$ cat config.mk
export PLATFORM = sky130hd
export DESIGN_NAME = mlx_exec
export DESIGN_NICKNAME = d
export VERILOG_FILES = /design/src/rtl/mlx_exec.v /design/src/rtl/mlx_addr_unit.v
export VERILOG_INCLUDE_DIRS = /design/src /design/src/rtl
export SDC_FILE = /design/constraint.sdc
export NUM_CORES = 1
export LEC_CHECK = 0
export BUFFER_PORTS_ARGS = -buffer_cell sky130_fd_sc_hd__buf_2
export CAP_MARGIN = 5
export CORE_UTILIZATION = 58
export CTS_BUF_LIST = sky130_fd_sc_hd__clkbuf_8 sky130_fd_sc_hd__clkbuf_16
export CTS_CLUSTER_DIAMETER = 30
export DETAILED_ROUTE_END_ITERATION = 16
export PLACE_DENSITY = 0.81
export SYNTH_ARGS = -nofsm -noshare
export SYNTH_HDL_FRONTEND = slang
export SYNTH_SLANG_ARGS = --single-unit
$ cat constraint.sdc
create_clock -name sys_clk -period 2.79 [get_ports sys_clk]
set_input_delay 0.279 -clock sys_clk [delete_from_list [all_inputs] [get_ports sys_clk]]
set_output_delay 0.279 -clock sys_clk [all_outputs]
set_load 0.02 [all_outputs]
$ cat src/rtl/mlx_map.vh
// Constants for the memory-space load/store execution block
// Contract
// - C3 loads byte at pair address into register; D3 stores; 2 bytes, 10 cycles
// - Even pair designator selects program memory, odd selects data memory
// - Source operand is never changed except the auto pointer update
// - No instruction of this group changes any flag bit
// - E7/F7 add one-byte offset from third byte; 3 bytes, 12 cycles
// - A7/B7 add two-byte offset, low byte first; 4 bytes, 14 cycles
// - Long forms with pair field zero-one mean direct addressing, not index
// - Long field 0000 is program memory, 0001 data memory, direct address low first
// - Even register gives high address byte, odd register gives low byte
// - Mask-programmed devices refuse stores into program memory
// - E2 loads then decrements the 16-bit pointer; 2 bytes, 10 cycles
// - E3 loads then increments the 16-bit pointer; 2 bytes, 10 cycles
// - F2 decrements pointer first, then stores at new address; 2 bytes, 14 cycles
`ifndef MLX_MAP_VH
`define MLX_MAP_VH
`define MLX_OP_LD_PAIR    8'hc3
`define MLX_OP_ST_PAIR    8'hd3
`define MLX_OP_LD_SHORT   8'he7
`define MLX_OP_ST_SHORT   8'hf7
`define MLX_OP_LD_LONG    8'ha7
`define MLX_OP_ST_LONG    8'hb7
`define MLX_OP_LD_PDEC    8'he2
`define MLX_OP_LD_PINC    8'he3
`define MLX_OP_ST_PREDEC  8'hf2
`define MLX_CYC_PLAIN     5'h0a
`define MLX_CYC_SHORT     5'h0c
`define MLX_CYC_LONG      5'h0e
`define MLX_CYC_PREDEC    5'h0e
`define MLX_LEN_PLAIN     3'h2
`define MLX_LEN_SHORT     3'h3
`define MLX_LEN_LONG      3'h4
`define MLX_FLD_HI_MSB    7
`define MLX_FLD_HI_LSB    4
`define MLX_FLD_LO_MSB    3
`define MLX_FLD_LO_LSB    0
`define MLX_DIRECT_PROG   4'h0
`define MLX_DIRECT_DATA   4'h1
`endif

$ cat src/rtl/mlx_exec.v
// Execution sequencer for byte transfers between working registers and memory spaces
`timescale 1ns/1ps
`include "mlx_map.vh"
module mlx_exec #(
    parameter MASK_ROM = 1'b0
) (
    input  wire        sys_clk,
    input  wire        reset_n,
    input  wire        instr_valid,
    input  wire [7:0]  instr_opcode,
    input  wire [7:0]  instr_byte1,
    input  wire [7:0]  instr_byte2,
    input  wire [7:0]  instr_byte3,
    input  wire [7:0]  flags_in,
    input  wire [7:0]  reg_rd_data,
    input  wire [7:0]  mem_rd_data,
    output reg  [3:0]  reg_rd_index,
    output reg         reg_wr_en,
    output reg  [3:0]  reg_wr_index,
    output reg  [7:0]  reg_wr_data,
    output reg         mem_rd_en,
    output reg         mem_wr_en,
    output reg         mem_space_data,
    output reg  [15:0] mem_addr,
    output reg  [7:0]  mem_wr_data,
    output reg  [7:0]  flags_out,
    output reg         busy,
    output reg         done,
    output reg         illegal,
    output reg  [2:0]  instr_len
);
    // =========================================================================
    // States
    localparam ST_IDLE = 3'd0;
    localparam ST_PHI  = 3'd1;
    localparam ST_PLO  = 3'd2;
    localparam ST_OPER = 3'd3;
    localparam ST_MEM  = 3'd4;
    localparam ST_PTRH = 3'd5;
    localparam ST_WAIT = 3'd6;

    reg [2:0]  state_r;
    reg [4:0]  cyc_r;
    reg [7:0]  op_r;
    reg [3:0]  wreg_r;
    reg [3:0]  pair_r;
    reg [15:0] off_r;
    reg [15:0] da_r;
    reg        direct_r;
    reg [7:0]  phi_r;
    reg [7:0]  plo_r;
    reg [7:0]  src_r;
    reg [15:0] newptr_r;

    wire [15:0] ptr;
    wire [15:0] acc_addr;
    wire [15:0] ptr_inc;
    wire [15:0] ptr_dec;

    mlx_addr_unit u_addr (
        .pair_hi        (phi_r),
        .pair_lo        (plo_r),
        .offset         (off_r),
        .use_direct     (direct_r),
        .direct_address (da_r),
        .pointer        (ptr),
        .access_addr    (acc_addr),
        .pointer_inc    (ptr_inc),
        .pointer_dec    (ptr_dec)
    );

    // =========================================================================
    // Decode of the fetched instruction
    wire [3:0] f_hi = instr_byte1[`MLX_FLD_HI_MSB:`MLX_FLD_HI_LSB];
    wire [3:0] f_lo = instr_byte1[`MLX_FLD_LO_MSB:`MLX_FLD_LO_LSB];
    reg        is_load;
    reg        is_store;
    reg        is_long;
    reg        is_short;
    reg [4:0]  d_cyc;
    reg [2:0]  d_len;

    // =========================================================================
    // Opcode table: direction, offset form, cycle budget and length
    always @* begin
        case (instr_opcode)
            `MLX_OP_LD_PAIR: begin
                is_load  = 1'b1;
                is_store = 1'b0;
                is_long  = 1'b0;
                is_short = 1'b0;
                d_cyc    = `MLX_CYC_PLAIN;
                d_len    = `MLX_LEN_PLAIN;
            end
            `MLX_OP_ST_PAIR: begin
                is_load  = 1'b0;
                is_store = 1'b1;
                is_long  = 1'b0;
                is_short = 1'b0;
                d_cyc    = `MLX_CYC_PLAIN;
                d_len    = `MLX_LEN_PLAIN;
            end
            `MLX_OP_LD_SHORT: begin
                is_load  = 1'b1;
                is_store = 1'b0;
                is_long  = 1'b0;
                is_short = 1'b1;
                d_cyc    = `MLX_CYC_SHORT;
                d_len    = `MLX_LEN_SHORT;
            end
            `MLX_OP_ST_SHORT: begin
                is_load  = 1'b0;
                is_store = 1'b1;
                is_long  = 1'b0;
                is_short = 1'b1;
                d_cyc    = `MLX_CYC_SHORT;
                d_len    = `MLX_LEN_SHORT;
            end
            `MLX_OP_LD_LONG: begin
                is_load  = 1'b1;
                is_store = 1'b0;
                is_long  = 1'b1;
                is_short = 1'b0;
                d_cyc    = `MLX_CYC_LONG;
                d_len    = `MLX_LEN_LONG;
            end
            `MLX_OP_ST_LONG: begin
                is_load  = 1'b0;
                is_store = 1'b1;
                is_long  = 1'b1;
                is_short = 1'b0;
                d_cyc    = `MLX_CYC_LONG;
                d_len    = `MLX_LEN_LONG;
            end
            `MLX_OP_LD_PDEC: begin
                is_load  = 1'b1;
                is_store = 1'b0;
                is_long  = 1'b0;
                is_short = 1'b0;
                d_cyc    = `MLX_CYC_PLAIN;
                d_len    = `MLX_LEN_PLAIN;
            end
            `MLX_OP_LD_PINC: begin
                is_load  = 1'b1;
                is_store = 1'b0;
                is_long  = 1'b0;
                is_short = 1'b0;
                d_cyc    = `MLX_CYC_PLAIN;
                d_len    = `MLX_LEN_PLAIN;
            end
            `MLX_OP_ST_PREDEC: begin
                is_load  = 1'b0;
                is_store = 1'b1;
                is_long  = 1'b0;
                is_short = 1'b0;
                d_cyc    = `MLX_CYC_PREDEC;
                d_len    = `MLX_LEN_PLAIN;
            end
            default: begin
                is_load  = 1'b0;
                is_store = 1'b0;
                is_long  = 1'b0;
                is_short = 1'b0;
                d_cyc    = `MLX_CYC_PLAIN;
                d_len    = `MLX_LEN_PLAIN;
            end
        endcase
    end

    // Register in high field, pair or direct selector in low
    wire [3:0] d_wreg = f_hi;
    wire [3:0] d_pair = f_lo;
    wire d_direct = is_long && (d_pair[3:1] == 3'b000);
    wire d_space  = d_direct ? (d_pair == `MLX_DIRECT_DATA) : d_pair[0];
    wire d_refuse = is_store && !d_space && MASK_ROM;

    // =========================================================================
    // Operation held for the running instruction
    wire op_is_load  = (op_r == `MLX_OP_LD_PAIR) || (op_r == `MLX_OP_LD_SHORT) ||
                       (op_r == `MLX_OP_LD_LONG) || (op_r == `MLX_OP_LD_PDEC) ||
                       (op_r == `MLX_OP_LD_PINC);
    wire op_predec   = (op_r == `MLX_OP_ST_PREDEC);
    wire op_pointer  = (op_r == `MLX_OP_LD_PDEC) || (op_r == `MLX_OP_LD_PINC) || op_predec;
    wire [15:0] eff_addr = op_predec ? ptr_dec : acc_addr;

    // =========================================================================
    // Sequencer
    always @(posedge sys_clk or negedge reset_n) begin
        if (!reset_n) begin
            state_r        <= ST_IDLE;
            cyc_r          <= 5'h00;
            op_r           <= 8'h00;
            wreg_r         <= 4'h0;
            pair_r         <= 4'h0;
            off_r          <= 16'h0000;
            da_r           <= 16'h0000;
            direct_r       <= 1'b0;
            phi_r          <= 8'h00;
            plo_r          <= 8'h00;
            src_r          <= 8'h00;
            newptr_r       <= 16'h0000;
            reg_rd_index   <= 4'h0;
            reg_wr_en      <= 1'b0;
            reg_wr_index   <= 4'h0;
            reg_wr_data    <= 8'h00;
            mem_rd_en      <= 1'b0;
            mem_wr_en      <= 1'b0;
            mem_space_data <= 1'b0;
            mem_addr       <= 16'h0000;
            mem_wr_data    <= 8'h00;
            flags_out      <= 8'h00;
            busy           <= 1'b0;
            done           <= 1'b0;
            illegal        <= 1'b0;
            instr_len      <= 3'h0;
        end else begin
            reg_wr_en <= 1'b0;
            mem_rd_en <= 1'b0;
            mem_wr_en <= 1'b0;
            done      <= 1'b0;
            illegal   <= 1'b0;
            flags_out <= flags_in;
            if (state_r != ST_IDLE)
                cyc_r <= cyc_r - 5'h01;
            case (state_r)
                ST_IDLE: begin
                    busy <= 1'b0;
                    if (instr_valid && (is_load || is_store)) begin
                        if (d_refuse) begin
                            illegal <= 1'b1;
                            done    <= 1'b1;
                        end else begin
                            op_r           <= instr_opcode;
                            wreg_r         <= d_wreg;
                            pair_r         <= d_pair;
                            direct_r       <= d_direct;
                            mem_space_data <= d_space;
                            da_r           <= {instr_byte3, instr_byte2};
                            off_r          <= is_long ? {instr_byte3, instr_byte2} :
                                              (is_short ? {8'h00, instr_byte2} : 16'h0000);
                            instr_len      <= d_len;
                            cyc_r          <= d_cyc - 5'h01;
                            busy           <= 1'b1;
                            reg_rd_index   <= {d_pair[3:1], 1'b0};
                            state_r        <= ST_PHI;
                        end
                    end
                end
                ST_PHI: begin
                    phi_r        <= reg_rd_data;
                    reg_rd_index <= {pair_r[3:1], 1'b1};
                    state_r      <= ST_PLO;
                end
                ST_PLO: begin
                    plo_r        <= reg_rd_data;
                    reg_rd_index <= wreg_r;
                    state_r      <= ST_OPER;
                end
                ST_OPER: begin
                    src_r   <= reg_rd_data;
                    state_r <= ST_MEM;
                end
                ST_MEM: begin
                    mem_addr <= eff_addr;
                    if (op_is_load) begin
                        mem_rd_en <= 1'b1;
                    end else begin
                        mem_wr_en   <= 1'b1;
                        mem_wr_data <= src_r;
                    end
                    if (op_r == `MLX_OP_LD_PDEC)
                        newptr_r <= ptr_dec;
                    else if (op_r == `MLX_OP_LD_PINC)
                        newptr_r <= ptr_inc;
                    else
                        newptr_r <= ptr_dec;
                    state_r <= ST_PTRH;
                end
                ST_PTRH: begin
                    if (op_is_load) begin
                        reg_wr_en    <= 1'b1;
                        reg_wr_index <= wreg_r;
                        reg_wr_data  <= mem_rd_data;
                    end
                    state_r <= ST_WAIT;
                end
                ST_WAIT: begin
                    // Pointer update after the data move, only for pointer forms
                    if (op_pointer && (cyc_r == 5'h02)) begin
                        reg_wr_en    <= 1'b1;
                        reg_wr_index <= {pair_r[3:1], 1'b0};
                        reg_wr_data  <= newptr_r[15:8];
                    end else if (op_pointer && (cyc_r == 5'h01)) begin
                        reg_wr_en    <= 1'b1;
                        reg_wr_index <= {pair_r[3:1], 1'b1};
                        reg_wr_data  <= newptr_r[7:0];
                    end
                    if (cyc_r == 5'h00) begin
                        done    <= 1'b1;
                        busy    <= 1'b0;
                        state_r <= ST_IDLE;
                    end
                end
                default: state_r <= ST_IDLE;
            endcase
        end
    end
endmodule // mlx_exec

$ cat src/rtl/mlx_addr_unit.v
// 16-bit address former for pointer, offset and step arithmetic
`timescale 1ns/1ps
module mlx_addr_unit (
    input  wire [7:0]  pair_hi,
    input  wire [7:0]  pair_lo,
    input  wire [15:0] offset,
    input  wire        use_direct,
    input  wire [15:0] direct_address,
    output wire [15:0] pointer,
    output wire [15:0] access_addr,
    output wire [15:0] pointer_inc,
    output wire [15:0] pointer_dec
);
    assign pointer     = {pair_hi, pair_lo};
    assign access_addr = use_direct ? direct_address : pointer + offset;
    assign pointer_inc = pointer + 16'h0001;
    assign pointer_dec = pointer - 16'h0001;
endmodule // mlx_addr_unit

After elaboration in Yosys (flattened, before gate mapping)
Cells that the tools add are included.

operators by class
  add/subtract/negate cells = 5
  eq/ne operators = 28
  muxes and demuxes = 41
  bitwise logic cells = 1
  reduce and logical (&&, ||, !) cells = 29

operator list
  kind                                                                   count
  8-bit equality test, second input constant                             15
  16-bit two-way mux                                                     5
  8-bit two-way mux                                                      4
  3-bit one-hot mux with 7 select lines                                  1
  16-bit by 1-bit adder with 16-bit output, second input constant        1
  16-bit adder                                                           1
  4-bit two-way mux                                                      4
  8-bit one-hot mux with 2 select lines                                  1
  16-bit by 1-bit subtractor with 16-bit output, second input constant   1
  1-bit two-way mux                                                      15
  5-bit two-way mux                                                      3
  3-bit one-hot mux with 2 select lines                                  2
  4-bit one-hot mux with 3 select lines                                  1
  2-bit AND reduction                                                    5
  5-bit by 1-bit subtractor with 5-bit output, second input constant     2
  3-bit equality test, second input constant                             3
  4-bit one-hot mux with 2 select lines                                  1
  1-bit logical OR                                                       7
  3-bit by 2-bit equality test with 1-bit output, second input constant  2
  3-bit logical NOT                                                      2
  3-bit two-way mux                                                      2
  2-bit != test, second input constant                                   3
  3-bit nonzero test                                                     2
  5-bit by 1-bit equality test with 1-bit output, second input constant  1
  other kinds (14)                                                       20

storage, ports and cells
  register bits after elaboration = 154
  input port bits = 59
  output and inout port bits = 58
  word-level logic and storage cells = 129

Logic depth before layout (Yosys ltp)
Gate-level depths: netlist (run 1).

  word-level depth = 7
  depth in mapped cells = 8

Hierarchy
A second synthesis (run 1) with hierarchy kept.

second synthesis, totals
  cells, all modules = 777
  area, all modules = 8169.1 µm²

by module, submodules not included
  module         instances  cells an instance  area each (µm²)  sequential area each (µm²)
  mlx_exec       1          542                6565.0           3828.7
  mlx_addr_unit  1          235                1604.0           0.0

Least setup slack after synthesis (run 1)
OpenSTA, ideal clock, no wires.

  path kind = flip-flop to flip-flop
  start point = register plo_r[0]
  end point = register mem_addr[8]
  data arrival time = 2.328 ns
  required time = 2.700 ns
  setup slack = 0.372 ns
  cell stages (with the launch flop) = 9
  path buffers = 0
  cells stage by stage = dfrtp_1 -> ha_1 -> fa_1 -> a211oi_1 -> nor2_1 -> o41ai_1 -> xnor2_1 -> mux2i_1 -> o221ai_1

on the way
  longest elaborated chain between the ends = 3

RTL lines
  element                 RTL line            source
  start, declared         mlx_exec.v:51       reg [7:0] plo_r;
  start signal, assigned  mlx_exec.v:255      plo_r <= reg_rd_data;
  16-bit adder            mlx_addr_unit.v:15  assign access_addr = use_direct ? direct_address : pointer + offset;
  16-bit two-way mux      mlx_addr_unit.v:15
  16-bit two-way mux *    mlx_exec.v:184      wire [15:0] eff_addr = op_predec ? ptr_dec : acc_addr;
  end signal, assigned    mlx_exec.v:264      mem_addr <= eff_addr;
  end, declared           mlx_exec.v:24       output reg [15:0] mem_addr,

Mark *: on every way between the ends. The rest lies on a longest branch, timed or not.
A chain may end at the register's enable or synchronous reset.

Worst setup path in the final report (run 1)
  start point = register plo_r[0]
  end point = register mem_addr[14]

Same word-level chain as after synthesis.

==> results.md, run 1 <==
- Status: complete, no violations
- CTS buffer count: 17
- Worst Skew: between 0.007 and 0.008 ns
- Final ANT Viol Nets: 0
- Post CTS Setup Buffer Count: 0
- Arr. time, crit path: between 2 and 3 ns
- CP Class: reg2reg
- Detailed-route DRC error count: 0
- Tmin final: 2.588 ns
- Final Cell Area: 9609 sq um
- Syn Area/Cell: 9.667 sq um
- PwrDens: 1022 nW/um^2
- Area of the mapped netlist: 8082 sq um
- Synth Instances: 836
- RD Place Congestion: about 1
- Clock root cell: clkbuf_16
- Register area share after synthesis: 47.38%
- Crit path launch type: register
- TritonRoute pass-1 iters: 5
- Initial antenna violation count: 0
- Initial DRC Count: 617
- Detail Placement HPWL: between 15 and 20 mm
- Worst endpoint required time: 3.13 ns
- Fin Setup TNS: 0 ns
- Worst-path clk slew: 0.06 ns
- Count of final max-slew check failures: 0
- Die ar.: 14410 sq um
- Max incr delay on CP: 0.47 ns
- Area added between synthesis and finish: 18.90%
- Total power: 0.009819 W
- Leak Pwr: 4.660 nW
- Normalized max-slew margin: 53.19%
- Register area: 3829 sq um
- Top Family by Delay on Critical Path: compound AO/OA/AOI/OAI gates
- Clk_lat worst skew: 0.43 ns
- Fmax: 386.4 MHz
- Fin. Hold Viols: 0
- Initial core utilization: 60.31%
- Max-Cap Viols: 0
- TritonCTS clock tree: built
- CTS sink count: 153
- WL per Instance: 18.19 um
- EDFF count, synth: 0
- Net count, final: 1038
- Vias: between 6k and 7k
- First-pass GRT wire length: 34.05 mm
- Endpoints failing setup: 0
- Critical-path cell list: ha_1 > fa_1 > a211oi_2 > or2_2 > o21ai_0 > o21ai_0 > or3_1 > a31oi_1
- Clock buffer depth: 2
- Min-Delay Path Class: in2reg
- Antenna diode count: 0
- Fillers: 982
- H-tree Lvls: 4
- Dominant synthesized flop cell: dfrtp_1
- Tcrit/Tclk final: approximately 90%
- GRT Total Usage: ~31%
- Vias in the first global route: 6364
- Port bufs: 115
- Post-placement cell area: just under 9000 sq um
- Total Routed Length: 20.85 mm
- Critical Path Fanout Max: 7
- DIE HEIGHT: 120.0 um
- Die width: 120.0 um
- Ys Warns: 0
- Largest net degree at the start of global routing: 65
- Post-synth cell types: 73
- Core footprint: 13400 sq um
- Most common cell after layout, fill and taps aside: nand2_1
- Crit end category: register
- Most used cell, CP: o21ai_0
- Layout cells sized above 1: 24.54%
- Slowest cell on crit path: dfrtp_1
- Measured slew at the worst slew-check pin: 0.6974 ns
- Syn Nets: 917
- Site row count: between 40 and 50
- Multi-input logic area: 3981 sq um
- Critical path buffer and inverter count: 0
- Grt ovf: 0
- Async S/R FF share, synth: 100.0%
- RSZ-0062 raised after global routing: false
- Vias per cell: 5.934
- Peak VDD IR: 0.0006787 V
- Boundary Pins: 117
- Yosys reg bits: 153
- Most frequent cells in the layout: 180 x nand2_1, 153 x dfrtp_1, 114 x buf_2, 80 x o21ai_0, 49 x mux2_2
-- Yosys cell counts, drive strengths merged, types with 5 or more instances --
| cell type | count | share of area [%] |
|---|---|---|
| or3 | 10 | 0.79 |
| a31oi | 7 | 0.54 |
| a21o | 6 | 0.56 |
| a211oi | 14 | 1.3 |
| o21ai | 85 | 5.3 |
| xnor2 | 21 | 2.3 |
| nor2 | 39 | 1.8 |
| a21oi | 28 | 1.7 |
| inv | 10 | 0.46 |
| nand2 | 180 | 8.4 |
| o211ai | 7 | 0.65 |
| mux2 | 49 | 6.8 |
| nand2b | 7 | 0.54 |
| mux2i | 21 | 2.6 |
| ha | 21 | 3.3 |
| o21a | 5 | 0.46 |
| nand3 | 10 | 0.62 |
| clkbuf | 35 | 1.6 |
| buf | 13 | 1.1 |
| dfrtp | 153 | 47 |
| xor2 | 15 | 1.6 |
| nor3 | 14 | 0.93 |
| nand4 | 8 | 0.62 |
-- stage by stage --
stage,hold WS [ns],setup WS [ns],util (%),std cells
CTS,0.03903,0.2039,71.67,1146
global route,0.05317,0.06769,71.71,1146
floorplan,-0.01659,0.3717,-,836
finish,0.04490,0.2020,71.71,1146
global placement,0.2370,0.3001,66.17,1105
detailed placement,0.2345,0.2415,66.17,1105
-- final cells by class --
class	instances	share of cell area, %
inverter	10	0.3906
multi-input combinational	623	41.43
timing repair buffer	152	9.310
clock buffer	21	5.000
tap	176	2.292
sequential	153	39.84
clock inverter	11	1.732
-- sequential cells by signal, indices dropped and copies added, names as in the netlist, 3 cells and up --
signal,flops
wreg_r,4
reg_rd_index,4
instr_len,3
mem_wr_data,8
reg_wr_data,8
state_r,3
newptr_r,16
mem_addr,16
plo_r,8
src_r,8
cyc_r,5
pair_r,3
phi_r,8
da_r,16
off_r,16
op_r,8
flags_out,8
reg_wr_index,4
-- worst reg2reg max path, stage by stage (launching register included) --
cell and delay [ns]:
dfrtp_1 0.47, ha_1 0.27, fa_1 0.27, a211oi_2 0.10, or2_2 0.30, o21ai_0 0.43, o21ai_0 0.20, or3_1 0.33
a31oi_1 0.14
-- final timing paths --
check	start	to	slack, ns	cells after the start
setup / recovery	plo_r[0]	mem_addr[14]	0.20	8
hold / removal	instr_byte1[5]	wreg_r[1]	0.04	3
setup reg to reg	plo_r[0]	mem_addr[14]	0.20	8
hold reg to reg	mem_addr[4]	mem_addr[4]	0.47	2
max in group asynchronous	reset_n	mem_addr[8]	1.72	3
min in group asynchronous	reset_n	reg_wr_data[3]	0.35	2
-- cells by family after synthesis --
kind of cell	Yosys count	synth area share (%)
other	1	0.04640
DFF	153	47.38
and+or+nand+nor	306	18.10
AOI/OAI and AO/OA	188	14.23
xor gates and xnor gates	36	3.902
muxes	70	9.429
buffers and inverters	60	3.422
adders and majority gates	22	3.499
-- where the power goes --
group,internal [W],switching (W),leakage [nW]
logic,0.00156,0.00220,2.39
clock network,0.00159,0.000907,0.323
registers,0.00294,0.000625,1.94
-- routing by layer --
layer  global-route usage (%)  share of wire [%]  vias to the layer above
met5                        0                  0                        -
met4                    10.55                2.2                        0
met3                    6.179                7.7                       42
met2                    45.01                 44                      303
met1                    46.36                 46                     3265
li1                         -                  -                     3190
-- what timing repair did --
item,4_1_cts,5_1_grt
resized for setup,0,1
setup endpoints to repair,0,1
endpoints found under the hold margin,52,0
hold buffers,9,0
Power figures use the tool's default switching activity.
==> run 2, diff against run 1 <==
CORE_UTILIZATION = 45   (was 58)
PLACE_DENSITY = 0.65   (was 0.81)
REMOVE_ABC_BUFFERS = 1   (was not set)
==> run 2 against run 1 <==
Against the previous run:
- flip-flop and latch count unchanged
- via count down 3.8%
- hold slack worse by 0.025 ns
- global-route usage down 7.1 points
- register-to-register slack better by 0.04 ns
- design area up 0.73%
- maximum frequency up 1.5%
- count of clock-buffer cells in the layout down 4
- power down 1.3%
- first-iteration DRC count down 25%
- routed wire length down 0.65%
- clock power down 3%
- critical endpoint is now mem_addr[13]
- largest power group unchanged
==> results.md, run 2 (synthesis results as in run 1) <==
- Min-Delay Path Class: in2reg
- CP Class: reg2reg
- Net count, final: 1044 (+0.58%)
- Critical Path Fanout Max: 7 (unchanged)
- Worst Skew: 0.01323 ns (+0.006065 ns)
- Max-Cap Viols: 0 (unchanged)
- Clk_lat worst skew: 0.45 ns (+0.02 ns)
- Leak Pwr: 4.670 nW (+0.20%)
- Antenna diode count: 0 (unchanged)
- Top Family by Delay on Critical Path: compound AO/OA/AOI/OAI gates
- Vias in the first global route: 6329 (-0.55%)
- Total power: 0.009695 W (-1.3%)
- Arr. time, crit path: 2.93 ns (about the same)
- GRT Total Usage: 23.95% (-7.1 points)
- Hold_buf cts: 9 (unchanged)
- Most common cell after layout, fill and taps aside: nand2_1
- Endpoints failing setup: 0 (unchanged)
- Detail Placement HPWL: 15.16 mm (+0.69%)
- Grt ovf: 0 (unchanged)
- H-tree Lvls: 4 (unchanged)
- Vias: 6540 (-3.8%)
- Site row count: 48 (+14%)
- First-pass GRT wire length: 33.75 mm (-0.87%)
- Max incr delay on CP: 0.47 ns (about the same)
- Crit path launch type: register
- Critical path buffer and inverter count: 0 (unchanged)
- Fin. Hold Viols: 0 (unchanged)
- Tmin final: 2.550 ns (-0.03825 ns)
- Final ANT Viol Nets: 0 (unchanged)
- Layout cells sized above 1: 25.10% (+0.57 points)
- Detailed-route DRC error count: 0 (unchanged)
- Crit end category: register
- Post CTS Setup Buffer Count: 0 (unchanged)
- Slowest cell on crit path: dfrtp_1
- PwrDens: 1002 nW/um^2 (-2.0%)
- Count of final max-slew check failures: 0 (unchanged)
- Initial DRC Count: 462 (-25%)
- Worst-path clk slew: 0.07 ns (about the same)
- Status: complete, no violations
- DIE HEIGHT: 136.0 um (+13%)
- Critical-path cell list: ha_1 > a211oi_1 > nor2_1 > o311a_1 > o211ai_1 > or4b_1 > or3b_1
- RSZ-0062 raised after global routing: false
- Post-CTS sizing: 0 (unchanged)
- Measured slew at the worst slew-check pin: 0.8750 ns (+0.1776 ns)
- Die ar.: 18500 sq um (+28%)
- CTS buffer count: 17 (unchanged)
- Most frequent cells in the layout: 180 x nand2_1, 153 x dfrtp_1, 114 x buf_2, 80 x o21ai_0, 49 x mux2_2
- Largest net degree at the start of global routing: 59 (-9.2%)
- Fmax: 392.2 MHz (+1.5%)
- TritonRoute pass-1 iters: 6 (+1)
- Area added between synthesis and finish: 19.77%
- Core footprint: 17420 sq um (+30%)
- Vias per cell: 5.445 (-8.2%)
- Initial core utilization: 46.40% (-14 points)
- Port bufs: 115 (unchanged)
- WL per Instance: 17.24 um (-5.2%)
- Initial antenna violation count: 0 (unchanged)
- Peak VDD IR: 0.0005198 V (-23%)
- Worst endpoint required time: 3.17 ns (+0.04 ns)
- Die width: 136.0 um (+13%)
- Fin Setup TNS: 0 ns (unchanged)
- TritonCTS clock tree: built
- Clock buffer depth: 2 (unchanged)
- Tcrit/Tclk final: 91.39% (-1.4 points)
- RD Place Congestion: 0.9178 (-7.6%)
- Fillers: 1585 (+61%)
- Normalized max-slew margin: 41.28% (-12 points)
- Clock root cell: clkbuf_16
- Total Routed Length: 20.71 mm (-0.65%)
- CTS sink count: 153 (unchanged)
- Boundary Pins: 117 (unchanged)
-- run 2: changes by cell type in the layout (fill, tap and decap cells not counted), sizes merged --
cell,previous run,this run
inv,14,21
buf,143,149
clkbuf,21,17
bufinv,4,1
clkinv,2,3
clkinvlp,1,0
-- run 2: report_power, final --
part           switching (W)  internal [W]  total [W]
sequential          0.000605       0.00293    0.00354
combinational        0.00216       0.00158    0.00374
clock                0.00111       0.00130    0.00242
total                0.00388       0.00581    0.00969
-- run 2: layout make-up --
cell class                      count  area (sq um)  share of cell area, %
Tap cell                          225         281.5                  2.908
Timing Repair Buffer              158         939.7                  9.708
Multi-Input combinational cell    623          3976                  41.08
Sequential cell                   153          3829                  39.56
Clock buffer                       17         425.4                  4.395
Inverter                           10         37.54                 0.3878
Clock inverter                     15         190.2                  1.965
-- run 2: worst paths after layout --
check                      cells after the start        endpoint  slack (ns)           start
setup reg to reg                               7    mem_addr[13]        0.24        plo_r[1]
max in group asynchronous                      3         op_r[2]        1.68         reset_n
setup / recovery                               7    mem_addr[13]        0.24        plo_r[1]
hold / removal                                 3       wreg_r[2]        0.02  instr_byte1[6]
min in group asynchronous                      2       mem_wr_en        0.37         reset_n
hold reg to reg                                2  mem_space_data        0.47  mem_space_data
-- run 2: worst reg2reg max path, delay by kind of cell, from the launching register on --
family | cells | cell delay [ns]
AO/OA/AOI/OAI | 3 | 0.97
AND/OR/NAND/NOR | 3 | 0.73
flip-flops | 1 | 0.47
adder cells (fa/ha/maj) | 1 | 0.32
-- run 2: metrics by stage --
stage,utilization [%],hold WS [ns],setup slack [ns],area (sq um),std cells
global placement,51.52,0.2752,0.3214,8974,1160
CTS,55.57,0.006757,0.2380,9679,1201
floorplan,-,-0.01659,0.1107,7843,786
finish,55.57,0.01957,0.2403,9679,1201
detailed placement,51.52,0.2779,0.2745,8974,1160
global route,55.57,0.03050,0.04151,9679,1201
-- run 2: metal layers --
layer	wire [um]	track usage [%]	vias up
li1	-	-	3206
met5	0	0	-
met1	9810	33.15	3155
met4	484	8.951	0
met2	9568	37.06	148
met3	848	4.661	31
